File: config.mk
export PLATFORM = sky130hd
export DESIGN_NAME = cgc_clock_generator
export DESIGN_NICKNAME = d
export VERILOG_FILES = /design/src/cgc_clock_generator.v /design/src/cgc_lock_timer.v
export VERILOG_INCLUDE_DIRS = /design/src
export SDC_FILE = /design/constraint.sdc
export NUM_CORES = 1
export LEC_CHECK = 0
export BUFFER_PORTS_ARGS = -buffer_cell sky130_fd_sc_hd__buf_4
export CORE_MARGIN = 1
export CORE_UTILIZATION = 56
export CTS_CLUSTER_SIZE = 40
export DETAILED_ROUTE_END_ITERATION = 6
export GPL_ROUTABILITY_DRIVEN = 0
export GPL_TIMING_DRIVEN = 0
export PLACE_DENSITY = 0.87
export SYNTH_ARGS = -nofsm -noshare
export SYNTH_HDL_FRONTEND = slang
export SYNTH_SLANG_ARGS = --single-unit
File: constraint.sdc
create_clock -name clk -period 3.3 [get_ports clk]
set_clock_uncertainty 0.15 [all_clocks]
set_input_delay 0.495 -clock clk [delete_from_list [all_inputs] [get_ports clk]]
set_output_delay 0.495 -clock clk [all_outputs]
set_load 0.02 [all_outputs]
File: src/cgc_regs.vh
// Register map, field positions, reset values and timing counts of the clock generator
`ifndef CGC_REGS_VH
`define CGC_REGS_VH

// Register word offsets (byte addresses)
`define CGC_ADDR_CTRL        8'h00
`define CGC_ADDR_BASESEL     8'h04
`define CGC_ADDR_BRANCH0     8'h08
`define CGC_ADDR_BRANCH1     8'h0c
`define CGC_ADDR_SPLL        8'h10
`define CGC_ADDR_APLL        8'h14
`define CGC_ADDR_APLLFRAC    8'h18
`define CGC_ADDR_UPLL        8'h1c
`define CGC_ADDR_RESET       8'h20
`define CGC_ADDR_STATUS      8'h24
`define CGC_ADDR_CLOCK_OUT_PIN      8'h28

// Clock source codes, 3 bits each
`define CGC_SRC_IRC          3'h0
`define CGC_SRC_XTAL         3'h1
`define CGC_SRC_SPLL         3'h2
`define CGC_SRC_APLL         3'h3
`define CGC_SRC_UPLL         3'h4

// System PLL register fields
`define CGC_SPLL_EN_BIT      0
`define CGC_SPLL_BYP_BIT     1
`define CGC_SPLL_MUL_LSB     8
`define CGC_SPLL_DIV_LSB     16
`define CGC_SPLL_RESET       32'h0000_0002

// Audio PLL register fields
`define CGC_APLL_EN_BIT      0
`define CGC_APLL_REF_BIT     1
`define CGC_APLL_MULT_LSB    8

// USB PLL enable bit
`define CGC_UPLL_EN_BIT      0

// Status bits
`define CGC_STAT_SPLL_LOCK   0
`define CGC_STAT_APLL_LOCK   1
`define CGC_STAT_UPLL_LOCK   2

// Reset values
`define CGC_BASESEL_RESET    32'h0000_0000
`define CGC_BRANCH_RESET     32'hffff_ffff
`define CGC_RESET_RESET      32'h0000_0000

// Internal RC oscillator nominal rate, kHz
`define CGC_IRC_KHZ          12000

// PLL settling time in ns and the clock period in ns
`define CGC_SETTLE_NS        100000
`define CGC_CLK_NS           4
`define CGC_SETTLE_CYCLES    ((`CGC_SETTLE_NS + `CGC_CLK_NS - 1) / `CGC_CLK_NS)

`endif

File: src/cgc_clock_generator.v
// Clock generator: base clock muxes, branch gating, PLL control and block resets
`timescale 1ns/1ps
`default_nettype none
`include "cgc_regs.vh"

// Summary of operation
// - After reset every base clock selects the internal RC oscillator.
// - The internal RC oscillator is a nominal 12 MHz source usable by the watchdog and the audio PLL.
// - Each base clock has its own independent source select.
// - A selectable base clock drives the clock-out pin and base clock 0 is the processor clock.
// - Each base clock fans out into branches from two gating units, each branch enabled separately.
// - Branches of one base clock share its timing since they gate the same enable.
// - The system PLL multiplier takes any integer from 1 to 32.
// - The system PLL output divider allows only 2, 4, 8 and 16.
// - After reset the system PLL is powered down and bypassed.
// - The audio PLL references the crystal or RC oscillator and uses a sigma-delta fractional divider.
// - The audio PLL output is 32, 64, 128, 256, 384 or 512 times the sample rate.
// - The USB PLL feeds the first high-speed USB controller and any base clock that selects it, and uses the crystal.
// - The reset generator drives an independent reset to each block.
module cgc_clock_generator #(
    parameter integer NBASE    = 4,
    parameter integer NBRANCH  = 8,
    parameter integer SETTLE   = `CGC_SETTLE_CYCLES,
    parameter integer NRESET   = 32
) (
    input  wire                   clk,
    input  wire                   sys_rst,
    input  wire [7:0]             regAddr,
    input  wire [31:0]            regWdata,
    input  wire                   regWrite,
    input  wire                   regRead,
    output reg  [31:0]            regRdata,
    input  wire                   ircTick,
    input  wire                   xtalTick,
    input  wire                   sysPllTick,
    input  wire                   audioPllTick,
    input  wire                   usbPllTick,
    output reg  [NBASE-1:0]       baseEnable,
    output reg  [NBASE*NBRANCH-1:0] branchEnable0,
    output reg  [NBASE*NBRANCH-1:0] branchEnable1,
    output reg                    processorClockEn,
    output reg                    clockOutPin,
    output reg                    watchdogClockEn,
    output reg                    usbClockEn,
    output reg                    sysPllPowerUp,
    output reg                    sysPllBypass,
    output reg  [5:0]             sysPllMul,
    output reg  [4:0]             sysPllDiv,
    output reg                    audioPllPowerUp,
    output reg                    audioPllRefRc,
    output reg  [9:0]             audioPllMultiple,
    output reg  [15:0]            audioPllFrac,
    output reg                    usbPllPowerUp,
    output reg  [NRESET-1:0]      blockReset
);
    ////////////////////////////////////////////////////////////////////////
    // Functions

    // Shared decoders keep the divider and multiple legal sets
    // in one place; the write path and
    // the base muxes both lean on them
    // Source select to the selected source tick
    function srcTick;
        input [2:0] sel;
        input       internal_rc_oscillator, xtal, spll, apll, upll;
        begin
            case (sel)
                `CGC_SRC_XTAL: srcTick = xtal;
                `CGC_SRC_SPLL: srcTick = spll;
                `CGC_SRC_APLL: srcTick = apll;
                `CGC_SRC_UPLL: srcTick = upll;
                default:       srcTick = internal_rc_oscillator;
            endcase
        end
    endfunction

    // Legal divider: one-hot of 2, 4, 8 or 16
    function divLegal;
        input [4:0] d;
        begin
            divLegal = (d == 5'h02) || (d == 5'h04) || (d == 5'h08) || (d == 5'h10);
        end
    endfunction

    // 384 is the one multiple off a power of two
    // Legal sample-rate multiple
    function multLegal;
        input [9:0] m;
        begin
            multLegal = (m == 10'h020) || (m == 10'h040) || (m == 10'h080) ||
                        (m == 10'h100) || (m == 10'h180) || (m == 10'h200);
        end
    endfunction

    ////////////////////////////////////////////////////////////////////////
    // Registers

    // Three select bits per base, base 0 lowest
    reg [3*NBASE-1:0]       baseSel;
    reg [NBASE*NBRANCH-1:0] branchOn0;
    reg [NBASE*NBRANCH-1:0] branchOn1;
    reg [1:0]               clockOutSel;
    reg [31:0]              sysPllReg;
    // Write pulses that restart lock timers
    reg                     sysPllStart;
    reg                     audioPllStart;
    reg                     usbPllStart;
    // Accumulator; bit 16 is the carry
    reg [16:0]              fracAcc;
    reg                     sdCarry;
    // Lock flags of the settling timers
    wire                    sysPllLock;
    wire                    audioPllLock;
    wire                    usbPllLock;
    // Helpers; one loop index per process
    reg [NBASE-1:0]         next_baseEnable;
    reg [31:0]              next_rdata;
    integer                 i;
    integer                 j;
    // Reset select word, cut to select width
    wire [31:0]             baseSelReset = `CGC_BASESEL_RESET;

    // Register writes; illegal PLL settings are dropped so hardware never sees them
    // Start pulses last one cycle, so any PLL
    // write drops its lock until it settles
    always @(posedge clk) begin
        sysPllStart   <= 1'b0;
        audioPllStart <= 1'b0;
        usbPllStart   <= 1'b0;
        if (sys_rst) begin
            baseSel          <= baseSelReset[3*NBASE-1:0];
            branchOn0        <= `CGC_BRANCH_RESET;
            branchOn1        <= `CGC_BRANCH_RESET;
            clockOutSel      <= 2'h0;
            sysPllReg        <= `CGC_SPLL_RESET;
            sysPllMul        <= 6'h01;
            sysPllDiv        <= 5'h02;
            audioPllPowerUp  <= 1'b0;
            audioPllRefRc    <= 1'b1;
            audioPllMultiple <= 10'h100;
            audioPllFrac     <= 16'h0000;
            usbPllPowerUp    <= 1'b0;
            blockReset       <= {NRESET{1'b0}};
        end else if (regWrite) begin
            case (regAddr)
                `CGC_ADDR_BASESEL: baseSel <= regWdata[3*NBASE-1:0];
                `CGC_ADDR_BRANCH0: branchOn0 <= regWdata[NBASE*NBRANCH-1:0];
                `CGC_ADDR_BRANCH1: branchOn1 <= regWdata[NBASE*NBRANCH-1:0];
                `CGC_ADDR_CLOCK_OUT_PIN:  clockOutSel <= regWdata[1:0];
                `CGC_ADDR_SPLL: begin
                    sysPllReg   <= regWdata;
                    sysPllStart <= 1'b1;
                    if (regWdata[`CGC_SPLL_MUL_LSB+5:`CGC_SPLL_MUL_LSB] >= 6'h01 &&
                        regWdata[`CGC_SPLL_MUL_LSB+5:`CGC_SPLL_MUL_LSB] <= 6'h20) begin
                        sysPllMul <= regWdata[`CGC_SPLL_MUL_LSB+5:`CGC_SPLL_MUL_LSB];
                    end
                    if (divLegal(regWdata[`CGC_SPLL_DIV_LSB+4:`CGC_SPLL_DIV_LSB])) begin
                        sysPllDiv <= regWdata[`CGC_SPLL_DIV_LSB+4:`CGC_SPLL_DIV_LSB];
                    end
                end
                `CGC_ADDR_APLL: begin
                    audioPllPowerUp <= regWdata[`CGC_APLL_EN_BIT];
                    audioPllRefRc   <= regWdata[`CGC_APLL_REF_BIT];
                    audioPllStart   <= 1'b1;
                    if (multLegal(regWdata[`CGC_APLL_MULT_LSB+9:`CGC_APLL_MULT_LSB])) begin
                        audioPllMultiple <= regWdata[`CGC_APLL_MULT_LSB+9:`CGC_APLL_MULT_LSB];
                    end
                end
                `CGC_ADDR_APLLFRAC: begin
                    audioPllFrac  <= regWdata[15:0];
                    audioPllStart <= 1'b1;
                end
                `CGC_ADDR_UPLL: begin
                    usbPllPowerUp <= regWdata[`CGC_UPLL_EN_BIT];
                    usbPllStart   <= 1'b1;
                end
                // Active high; software releases each
                // one reset bit per block
                `CGC_ADDR_RESET: blockReset <= regWdata[NRESET-1:0];
                default: ;
            endcase
        end
    end

    ////////////////////////////////////////////////////////////////////////
    // System PLL control outputs

    // A cycle behind the register; harmless,
    // lock takes far longer to rise
    // enable and bypass straight from the register
    always @(posedge clk) begin
        if (sys_rst) begin
            sysPllPowerUp <= 1'b0;
            sysPllBypass  <= 1'b1;
        end else begin
            sysPllPowerUp <= sysPllReg[`CGC_SPLL_EN_BIT];
            sysPllBypass  <= sysPllReg[`CGC_SPLL_BYP_BIT];
        end
    end

    ////////////////////////////////////////////////////////////////////////
    // Sigma-delta fractional step for the audio PLL

    // Carry lags the sum by one tick; a
    // first-order loop only sets the average,
    // so the extra latency does no harm
    // first-order modulator, carry only reads back in the fraction register
    always @(posedge clk) begin
        if (sys_rst || !audioPllPowerUp) begin
            fracAcc <= 17'h00000;
            sdCarry <= 1'b0;
        end else if (audioPllTick) begin
            fracAcc <= {1'b0, fracAcc[15:0]} + {1'b0, audioPllFrac};
            sdCarry <= fracAcc[16];
        end
    end

    ////////////////////////////////////////////////////////////////////////
    // Lock timers

    // Timers stand in for analogue lock detectors
    // lock after settling; software must wait on it
    cgc_lock_timer #(.SETTLE(SETTLE)) sysLock (
        .clk     (clk),
        .sys_rst (sys_rst),
        .enable  (sysPllReg[`CGC_SPLL_EN_BIT]),
        .restart (sysPllStart),
        .locked  (sysPllLock)
    );

    // Audio PLL lock
    cgc_lock_timer #(.SETTLE(SETTLE)) audioLock (
        .clk     (clk),
        .sys_rst (sys_rst),
        .enable  (audioPllPowerUp),
        .restart (audioPllStart),
        .locked  (audioPllLock)
    );

    // USB PLL on the crystal only
    cgc_lock_timer #(.SETTLE(SETTLE)) usbLock (
        .clk     (clk),
        .sys_rst (sys_rst),
        .enable  (usbPllPowerUp),
        .restart (usbPllStart),
        .locked  (usbPllLock)
    );

    ////////////////////////////////////////////////////////////////////////
    // Base clock selection

    // USB ticks wait for lock, so a base on it
    // stays quiet; other PLLs rely on software
    // waiting for lock before selecting them
    // each base picks its own source tick
    always @* begin
        next_baseEnable = {NBASE{1'b0}};
        for (i = 0; i < NBASE; i = i + 1) begin
            next_baseEnable[i] = srcTick(baseSel[3*i +: 3], ircTick, xtalTick,
                                         sysPllTick, audioPllTick, usbPllTick & usbPllLock);
        end
    end

    // Flopped outputs keep tick glitches
    // away from the clock gates downstream
    // Enables out of flops; branches share their base flop edge
    always @(posedge clk) begin
        if (sys_rst) begin
            baseEnable       <= {NBASE{1'b0}};
            branchEnable0    <= {NBASE*NBRANCH{1'b0}};
            branchEnable1    <= {NBASE*NBRANCH{1'b0}};
            processorClockEn <= 1'b0;
            clockOutPin      <= 1'b0;
            watchdogClockEn  <= 1'b0;
            usbClockEn       <= 1'b0;
        end else begin
            baseEnable <= next_baseEnable;
            for (j = 0; j < NBASE; j = j + 1) begin
                // same base term for every branch
                branchEnable0[j*NBRANCH +: NBRANCH] <= branchOn0[j*NBRANCH +: NBRANCH] &
                                                      {NBRANCH{next_baseEnable[j]}};
                branchEnable1[j*NBRANCH +: NBRANCH] <= branchOn1[j*NBRANCH +: NBRANCH] &
                                                      {NBRANCH{next_baseEnable[j]}};
            end
            // base 0 is the processor clock
            processorClockEn <= next_baseEnable[0];
            clockOutPin      <= next_baseEnable[clockOutSel];
            watchdogClockEn  <= ircTick;
            // USB controller only from USB PLL
            usbClockEn       <= usbPllTick & usbPllLock;
        end
    end

    ////////////////////////////////////////////////////////////////////////
    // Register reads

    // Read mux; unmapped addresses read zero
    always @* begin
        next_rdata = 32'h0000_0000;
        case (regAddr)
            `CGC_ADDR_CTRL:     next_rdata = `CGC_IRC_KHZ;
            `CGC_ADDR_BASESEL:  next_rdata[3*NBASE-1:0] = baseSel;
            `CGC_ADDR_BRANCH0:  next_rdata[NBASE*NBRANCH-1:0] = branchOn0;
            `CGC_ADDR_BRANCH1:  next_rdata[NBASE*NBRANCH-1:0] = branchOn1;
            // Ratio fields read back as held
            `CGC_ADDR_SPLL:     next_rdata = {11'h000, sysPllDiv, 2'h0, sysPllMul, 6'h00,
                                              sysPllReg[`CGC_SPLL_BYP_BIT], sysPllReg[`CGC_SPLL_EN_BIT]};
            `CGC_ADDR_APLL:     next_rdata = {14'h0000, audioPllMultiple, 6'h00,
                                              audioPllRefRc, audioPllPowerUp};
            `CGC_ADDR_APLLFRAC: next_rdata = {15'h0000, sdCarry, audioPllFrac};
            `CGC_ADDR_UPLL:     next_rdata[0] = usbPllPowerUp;
            `CGC_ADDR_RESET:    next_rdata[NRESET-1:0] = blockReset;
            `CGC_ADDR_STATUS:   next_rdata[2:0] = {usbPllLock, audioPllLock, sysPllLock};
            `CGC_ADDR_CLOCK_OUT_PIN:   next_rdata[1:0] = clockOutSel;
            default:            next_rdata = 32'h0000_0000;
        endcase
    end

    // Zero outside the answer cycle, so a
    // stale word never passes for a reply
    // Read data valid only in the cycle after the strobe
    always @(posedge clk) begin
        if (sys_rst || !regRead) begin
            regRdata <= 32'h0000_0000;
        end else begin
            regRdata <= next_rdata;
        end
    end
endmodule
`default_nettype wire

File: src/cgc_lock_timer.v
// Settling counter giving one PLL's lock indication
`timescale 1ns/1ps
`default_nettype none

module cgc_lock_timer #(
    parameter integer SETTLE = 25000
) (
    input  wire clk,
    input  wire sys_rst,
    input  wire enable,
    input  wire restart,
    output reg  locked
);
    reg [31:0] count;

    // Restart on any config change, lock once settled
    always @(posedge clk) begin
        if (sys_rst || !enable || restart) begin
            count  <= 32'h0000_0000;
            locked <= 1'b0;
        end else if (count >= SETTLE - 1) begin
            locked <= 1'b1;
        end else begin
            count <= count + 32'h0000_0001;
        end
    end
endmodule
`default_nettype wire

After elaboration in Yosys (flattened, before gate mapping)
Cells that the tools add are included.
{"block": "op_classes", "n_mux": 14, "n_lt_le_gt_ge": 6, "n_eq_ne": 36, "n_addsub": 4, "reduce_logical": 35, "bitwise_logic": 10}
{"operator": "$pmux 20 s7", "n": 1}
{"operator": "$add 32x1->32 const B", "n": 3}
{"operator": "$ge 32x15->1 const B", "n": 3}
{"operator": "$pmux 9 s8", "n": 1}
{"operator": "$and 8x8->8", "n": 8}
{"operator": "$eq 8x5->1 const B", "n": 4}
{"operator": "$eq 3x2->1 const B", "n": 8}
{"operator": "$eq 8x6->1 const B", "n": 3}
{"operator": "$eq 10x9->1 const B", "n": 2}
{"operator": "$reduce_and 2->1", "n": 9}
{"operator": "$add 16x16->17", "n": 1}
{"operator": "$eq 8x4->1 const B", "n": 2}
{"operator": "$pmux 1 s4", "n": 4}
{"operator": "$logic_or 1x1->1", "n": 15}
{"operator": "$eq 3x1->1 const B", "n": 4}
{"operator": "$eq 3x3->1 const B", "n": 4}
{"operator": "$eq 10x10->1 const B", "n": 1}
{"operator": "$eq 10x6->1 const B", "n": 1}
{"operator": "$eq 10x7->1 const B", "n": 1}
{"operator": "$eq 10x8->1 const B", "n": 1}
{"operator": "$pmux 1 s10", "n": 1}
{"operator": "$pmux 1 s9", "n": 1}
{"operator": "$reduce_and 3->1", "n": 3}
{"operator": "$eq 8x3->1 const B", "n": 1}
{"operator": "16 further kinds", "n": 23}
{"block": "totals", "output_inout_bits": 178, "wordCells": 139, "in_bits": 49, "ff_bits": 378}

Longest topological paths before layout
{"block": "logic_depth", "depth_word": 7, "ltp_mapped": 9, "mapped_depth_nobuf": 9}

Cells and area by module
A second synthesis with hierarchy kept.
{"block": "hier_totals", "cells_unflattened": 1650, "hier_area_um2": 14980.6}
{"module": "cgc_clock_generator", "area_per_inst_um2": 10970.5, "cells_each": 1226, "seq_area_each_um2": 5565.3, "instances": 1}
{"module": "cgc_lock_timer at audioLock ...", "area_per_inst_um2": 1328.8, "cells_each": 143, "seq_area_each_um2": 660.6, "instances": 2}
{"module": "cgc_lock_timer at usbLock", "area_per_inst_um2": 1352.5, "cells_each": 138, "seq_area_each_um2": 660.6, "instances": 1}

Least setup slack after synthesis
No wires, ideal clock.
{"block": "synth_path", "path_kind": "register to register", "start": "register audioPllFrac[1]", "end": "register fracAcc[13]", "path_stages_with_launch": 8, "required_ns": 3.025, "synth_period_minus_slack_ns": 2.417, "path_slack_ns": 0.883, "t_arrival_ns": 2.143, "path_buffers": 0, "setup_ns": 0.125, "path_cell_list": "dfxtp_1 -> ha_1 -> a211oi_1 -> nor2_1 -> o31a_1 -> a2111oi_0 -> nor3_1 -> nand3b_1"}
{"block": "synth_between", "elab_chain_len": 1}
{"item": "start: declaration", "line": "cgc_clock_generator.v:52", "source": "output reg [15:0] audioPllFrac,"}
{"item": "start signal: assignment", "line": "cgc_clock_generator.v:170", "source": "audioPllFrac <= regWdata[15:0];"}
{"item": "$add 16x16->17", "line": "cgc_clock_generator.v:213", "source": "fracAcc <= {1'b0, fracAcc[15:0]} + {1'b0, audioPllFrac};"}
{"item": "end signal: assignment", "line": "cgc_clock_generator.v:213"}
{"item": "end: declaration", "line": "cgc_clock_generator.v:109", "source": "reg [16:0] fracAcc;"}
Every way passes these cells.
A chain may end at the register's enable or synchronous reset.

Worst setup path in the final report
{"block": "layout_path", "start": "input port regAddr[7]", "end": "register regRdata[1]"}
{"block": "layout_between", "elab_chain_len": 2, "elab_cells_between_ends": 10, "classes_between": "9 x eq/ne; 1 x mux"}
{"item": "start: declaration", "line": "cgc_clock_generator.v:28", "source": "input wire [7:0] regAddr,"}
{"item": "$eq 8x6->1, or another cell as far along", "line": "cgc_clock_generator.v:300", "source": "case (regAddr)"}
{"item": "$pmux 1 s9 *", "line": "cgc_clock_generator.v:300"}
{"item": "end signal: assignment", "line": "cgc_clock_generator.v:326", "source": "regRdata <= next_rdata;"}
{"item": "end: declaration", "line": "cgc_clock_generator.v:32", "source": "output reg [31:0] regRdata,"}
Mark *: on every way between the ends. The rest lies on a longest branch, timed or not.

==> flow_summary_export.csv <==
group,metric,value,unit
setup_path,r2r-start,"usbLock.locked$_SDFFE_PP0P_",
sta,rsz0062_at_grt,"no",
global_route,grt_max_degree,15,
pwr,ir_worst_vdd,0.445,mV
route,firstDrtPassIters,6,
pwr,total_power,9.27,mW
finish,fin_nets,1918,
setup_path,cp-start-kind,"input pin",
sta,fin_crit_sh,85.7,%
synthesis,synth.top_cells.by_count,"dfxtp_1 (377), nand2_1 (231), and2_1 (108)",
place,dp_slack,0.135,ns
global_route,antenna_found_initial,2,
clocking,tritoncts,"done",
clocking,clk_pin_slew,0.06,ns
setup_path,crit_arrival,3.07,ns
clocking,cts_buffers,37,
synthesis,ys_seq_area_share,51.6,%
setup_path,timing.critical_path.fanout_max,10,
die,core_area,0.0254,mm2
setup_path,startpoint,"regAddr[7]",
die,num_io_pins,227,
synthesis,syn_inst,1592,
setup_path,crit_end,"regRdata[1]$_SDFF_PP0_",
route,ant_nets,0,
die,num_rows,58,
synthesis,ys_types,70,
sta,fin_ws,0.472,ns
place,port_buffers,218,
synthesis,synthArstFlopShare,0,%
sta,finalHoldViolCount,0,
route,drtIter0Drc,1715,
place,dp.final_hpwl,32000,um
sta,worst_slew_pin_slew,1.25,ns
setup_path,end_kind,"flip-flop",
sta,holdWs,0.0556,ns
synthesis,synth_most_common_cell,"dfxtp_1",
synthesis,synth_area_leaders,"dfxtp_1 (52%), nand2_1 (5.9%), and2_1 (4.6%)",
job,cap_violations,0,
synthesis,ys_warn_count,0,
route,drc,0,
status,outcome,"complete, no violations",
sta,max_freq,354,MHz
setup_path,reg2reg_to,"branchEnable0[2]$_SDFF_PP0_",
sta,finalSetupTns,0,ns
synthesis,synth_nets,1661,
die,dieArea,0.0268,mm2
global_route,grt_pass1_vias,13000,
setup_path,required,3.54,ns
setup_path,reg2reg_depth,5,
sta,drv_slew,0,
setup_path,ff2ff_setup_slack,0.56,ns
worst_hold_path,holdPathStages,3,
die,die_h,164,um
place,postPlaceCellArea,0.0167,mm2
clocking,clockBufferDepth,3,
global_route,track_usage,34.1,%
finish,final_area,0.0179,mm2
pwr,p_leak,7.27,nW
synthesis,yosys.area.top_type,"dfxtp_1",
synthesis,netlist_area,0.0146,mm2
synthesis,synth_seq_cells,377,
clocking,cts.sink_count,377,
synthesis,avgSynthCellArea,9.19,um2
sta,relSlewSlack,15.8,%
clocking,clk_latency,0.53,ns
pwr,p_per_area,518,mW/mm2
worst_hold_path,hold_path.class,"input pin to flip-flop",
die,fp.dieW,164,um
finish,utilization,70.5,%
synthesis,synth_top_area_share,51.6,%
global_route,grt.overflow.total,0,
clocking,clock-root-buffer,"clkbuf_16",
global_route,grt_pass1_wl,70500,um
route,drt_wl_total,46600,um
synthesis,synth_edf_count,0,
route,via_count,13700,
sta,setup_viol,0,
finish,area_growth,22.3,%
synthesis,synth_top_flop_cell,"dfxtp_1",
clocking,cts_resized,0,
clocking,h-tree-depth,2,
clocking,cts_hold_buffers,0,
finish,drive_gt1_share,16.3,%
route,wl_per_cell,21.2,um
die,start_util,57.6,%
clocking,post_cts_buffers,0,
finish,instances_no_fill,2203,
route,post_drt_via_cell_ratio,6.21,
place,placed_cells,2140,
sta,period_needed,2.83,ns
setup_path,worstSetupPathType,"input pin to flip-flop",
[cell usage in the layout, fill, tap and decap left out, drive strengths merged, types with 9 or more instances in the layout]
master  Yosys  routed
nor3       13      13
nand3      61      61
a211oi     14      14
clkbuf     85     139
a22oi      50      50
buf        13     231
mux2i      17      17
a31oi      22      22
or3        10      10
nand3b     39      39
inv         8       9
a211o      39      39
and3       67      67
nor4       16      16
xor2       32      32
nor2      101     101
and2      109     109
ha         19      19
o21ai      33      33
nand2     232     232
dfxtp     377     377
a21oi     106     106
nand4      13      13
a22o        9       9
nand2b      9       9
nor2b      11      11
[critical path: stages]
cell and delay, ns:
buf_4 0.13, nor4b_2 0.71, and2_0 0.22, clkbuf_1 0.14, clkbuf_1 0.66, a222oi_1 0.29
a31oi_1 0.42
[report_power, final]
part	switching, mW	internal (mW)	total (mW)	leakage [nW]
Combinational	0.267	0.155	0.422	3.62
Clock	1.74	2.49	4.23	0.599
Sequential	0.0208	4.60	4.62	3.06
[worst min-delay path by stage]
stage / from / endpoint / slack [ns]
floorplan: sysLock.count[19]$_SDFFE_PP0N_ / sysLock.count[19]$_SDFFE_PP0N_ / 0.27
global placement: audioLock.count[30]$_SDFFE_PP0N_ / audioLock.count[30]$_SDFFE_PP0N_ / 0.28
detailed placement: sysLock.count[19]$_SDFFE_PP0N_ / sysLock.count[19]$_SDFFE_PP0N_ / 0.29
CTS: regWdata[23] / branchOn1[23]$_SDFFE_PP1P_ / 0.05
global route: regWdata[22] / branchOn1[22]$_SDFFE_PP1P_ / 0.06
finish: regWdata[23] / branchOn1[23]$_SDFFE_PP1P_ / 0.06
[cell families (layout without fill, tap and decap cells)]
family,after synthesis,count (layout),synth area share [%]
buf+inv,106,386,2.85
mux,22,22,1.85
xor+xnor,39,39,2.33
flops,377,377,51.6
simple gates,707,707,25.0
other cells,0,1,0
compound gates,320,320,14.6
fa+ha+maj,21,21,1.83
[layer usage]
layer	vias to the layer above	routed length (um)	track usage [%]
met4	0	3270	23.3
met2	885	20900	52.7
met3	238	5130	8.53
li1	6130	-	-
met1	6427	17400	42.0
met5	-	0	0
[final cells by class]
type                    count  area [um2]
clock buffers              54        1110
well taps                 330         413
fillers                  1831        7500
flip-flops and latches    377        7550
inverters                   8        30.0
multi-input cells        1109        6670
diodes                      1        2.50
clock inverters             8        93.8
plain buffers              98         387
repair buffers            218        1640
[flip-flops by register name, summed over array words and instances (netlist names), 2 cells and up]
name and flops:
baseSel 12, fracAcc 17, sysPllDiv 5, blockReset 32, usbLock.count 32, sysLock.count 32, branchEnable1 32, audioPllFrac 16
branchOn0 32, audioLock.count 32, sysPllReg 2, audioPllMultiple 10, sysPllMul 6, clockOutSel 2, regRdata 32, branchOn1 32
baseEnable 4, branchEnable0 32
Power figures use the tool's default switching activity.
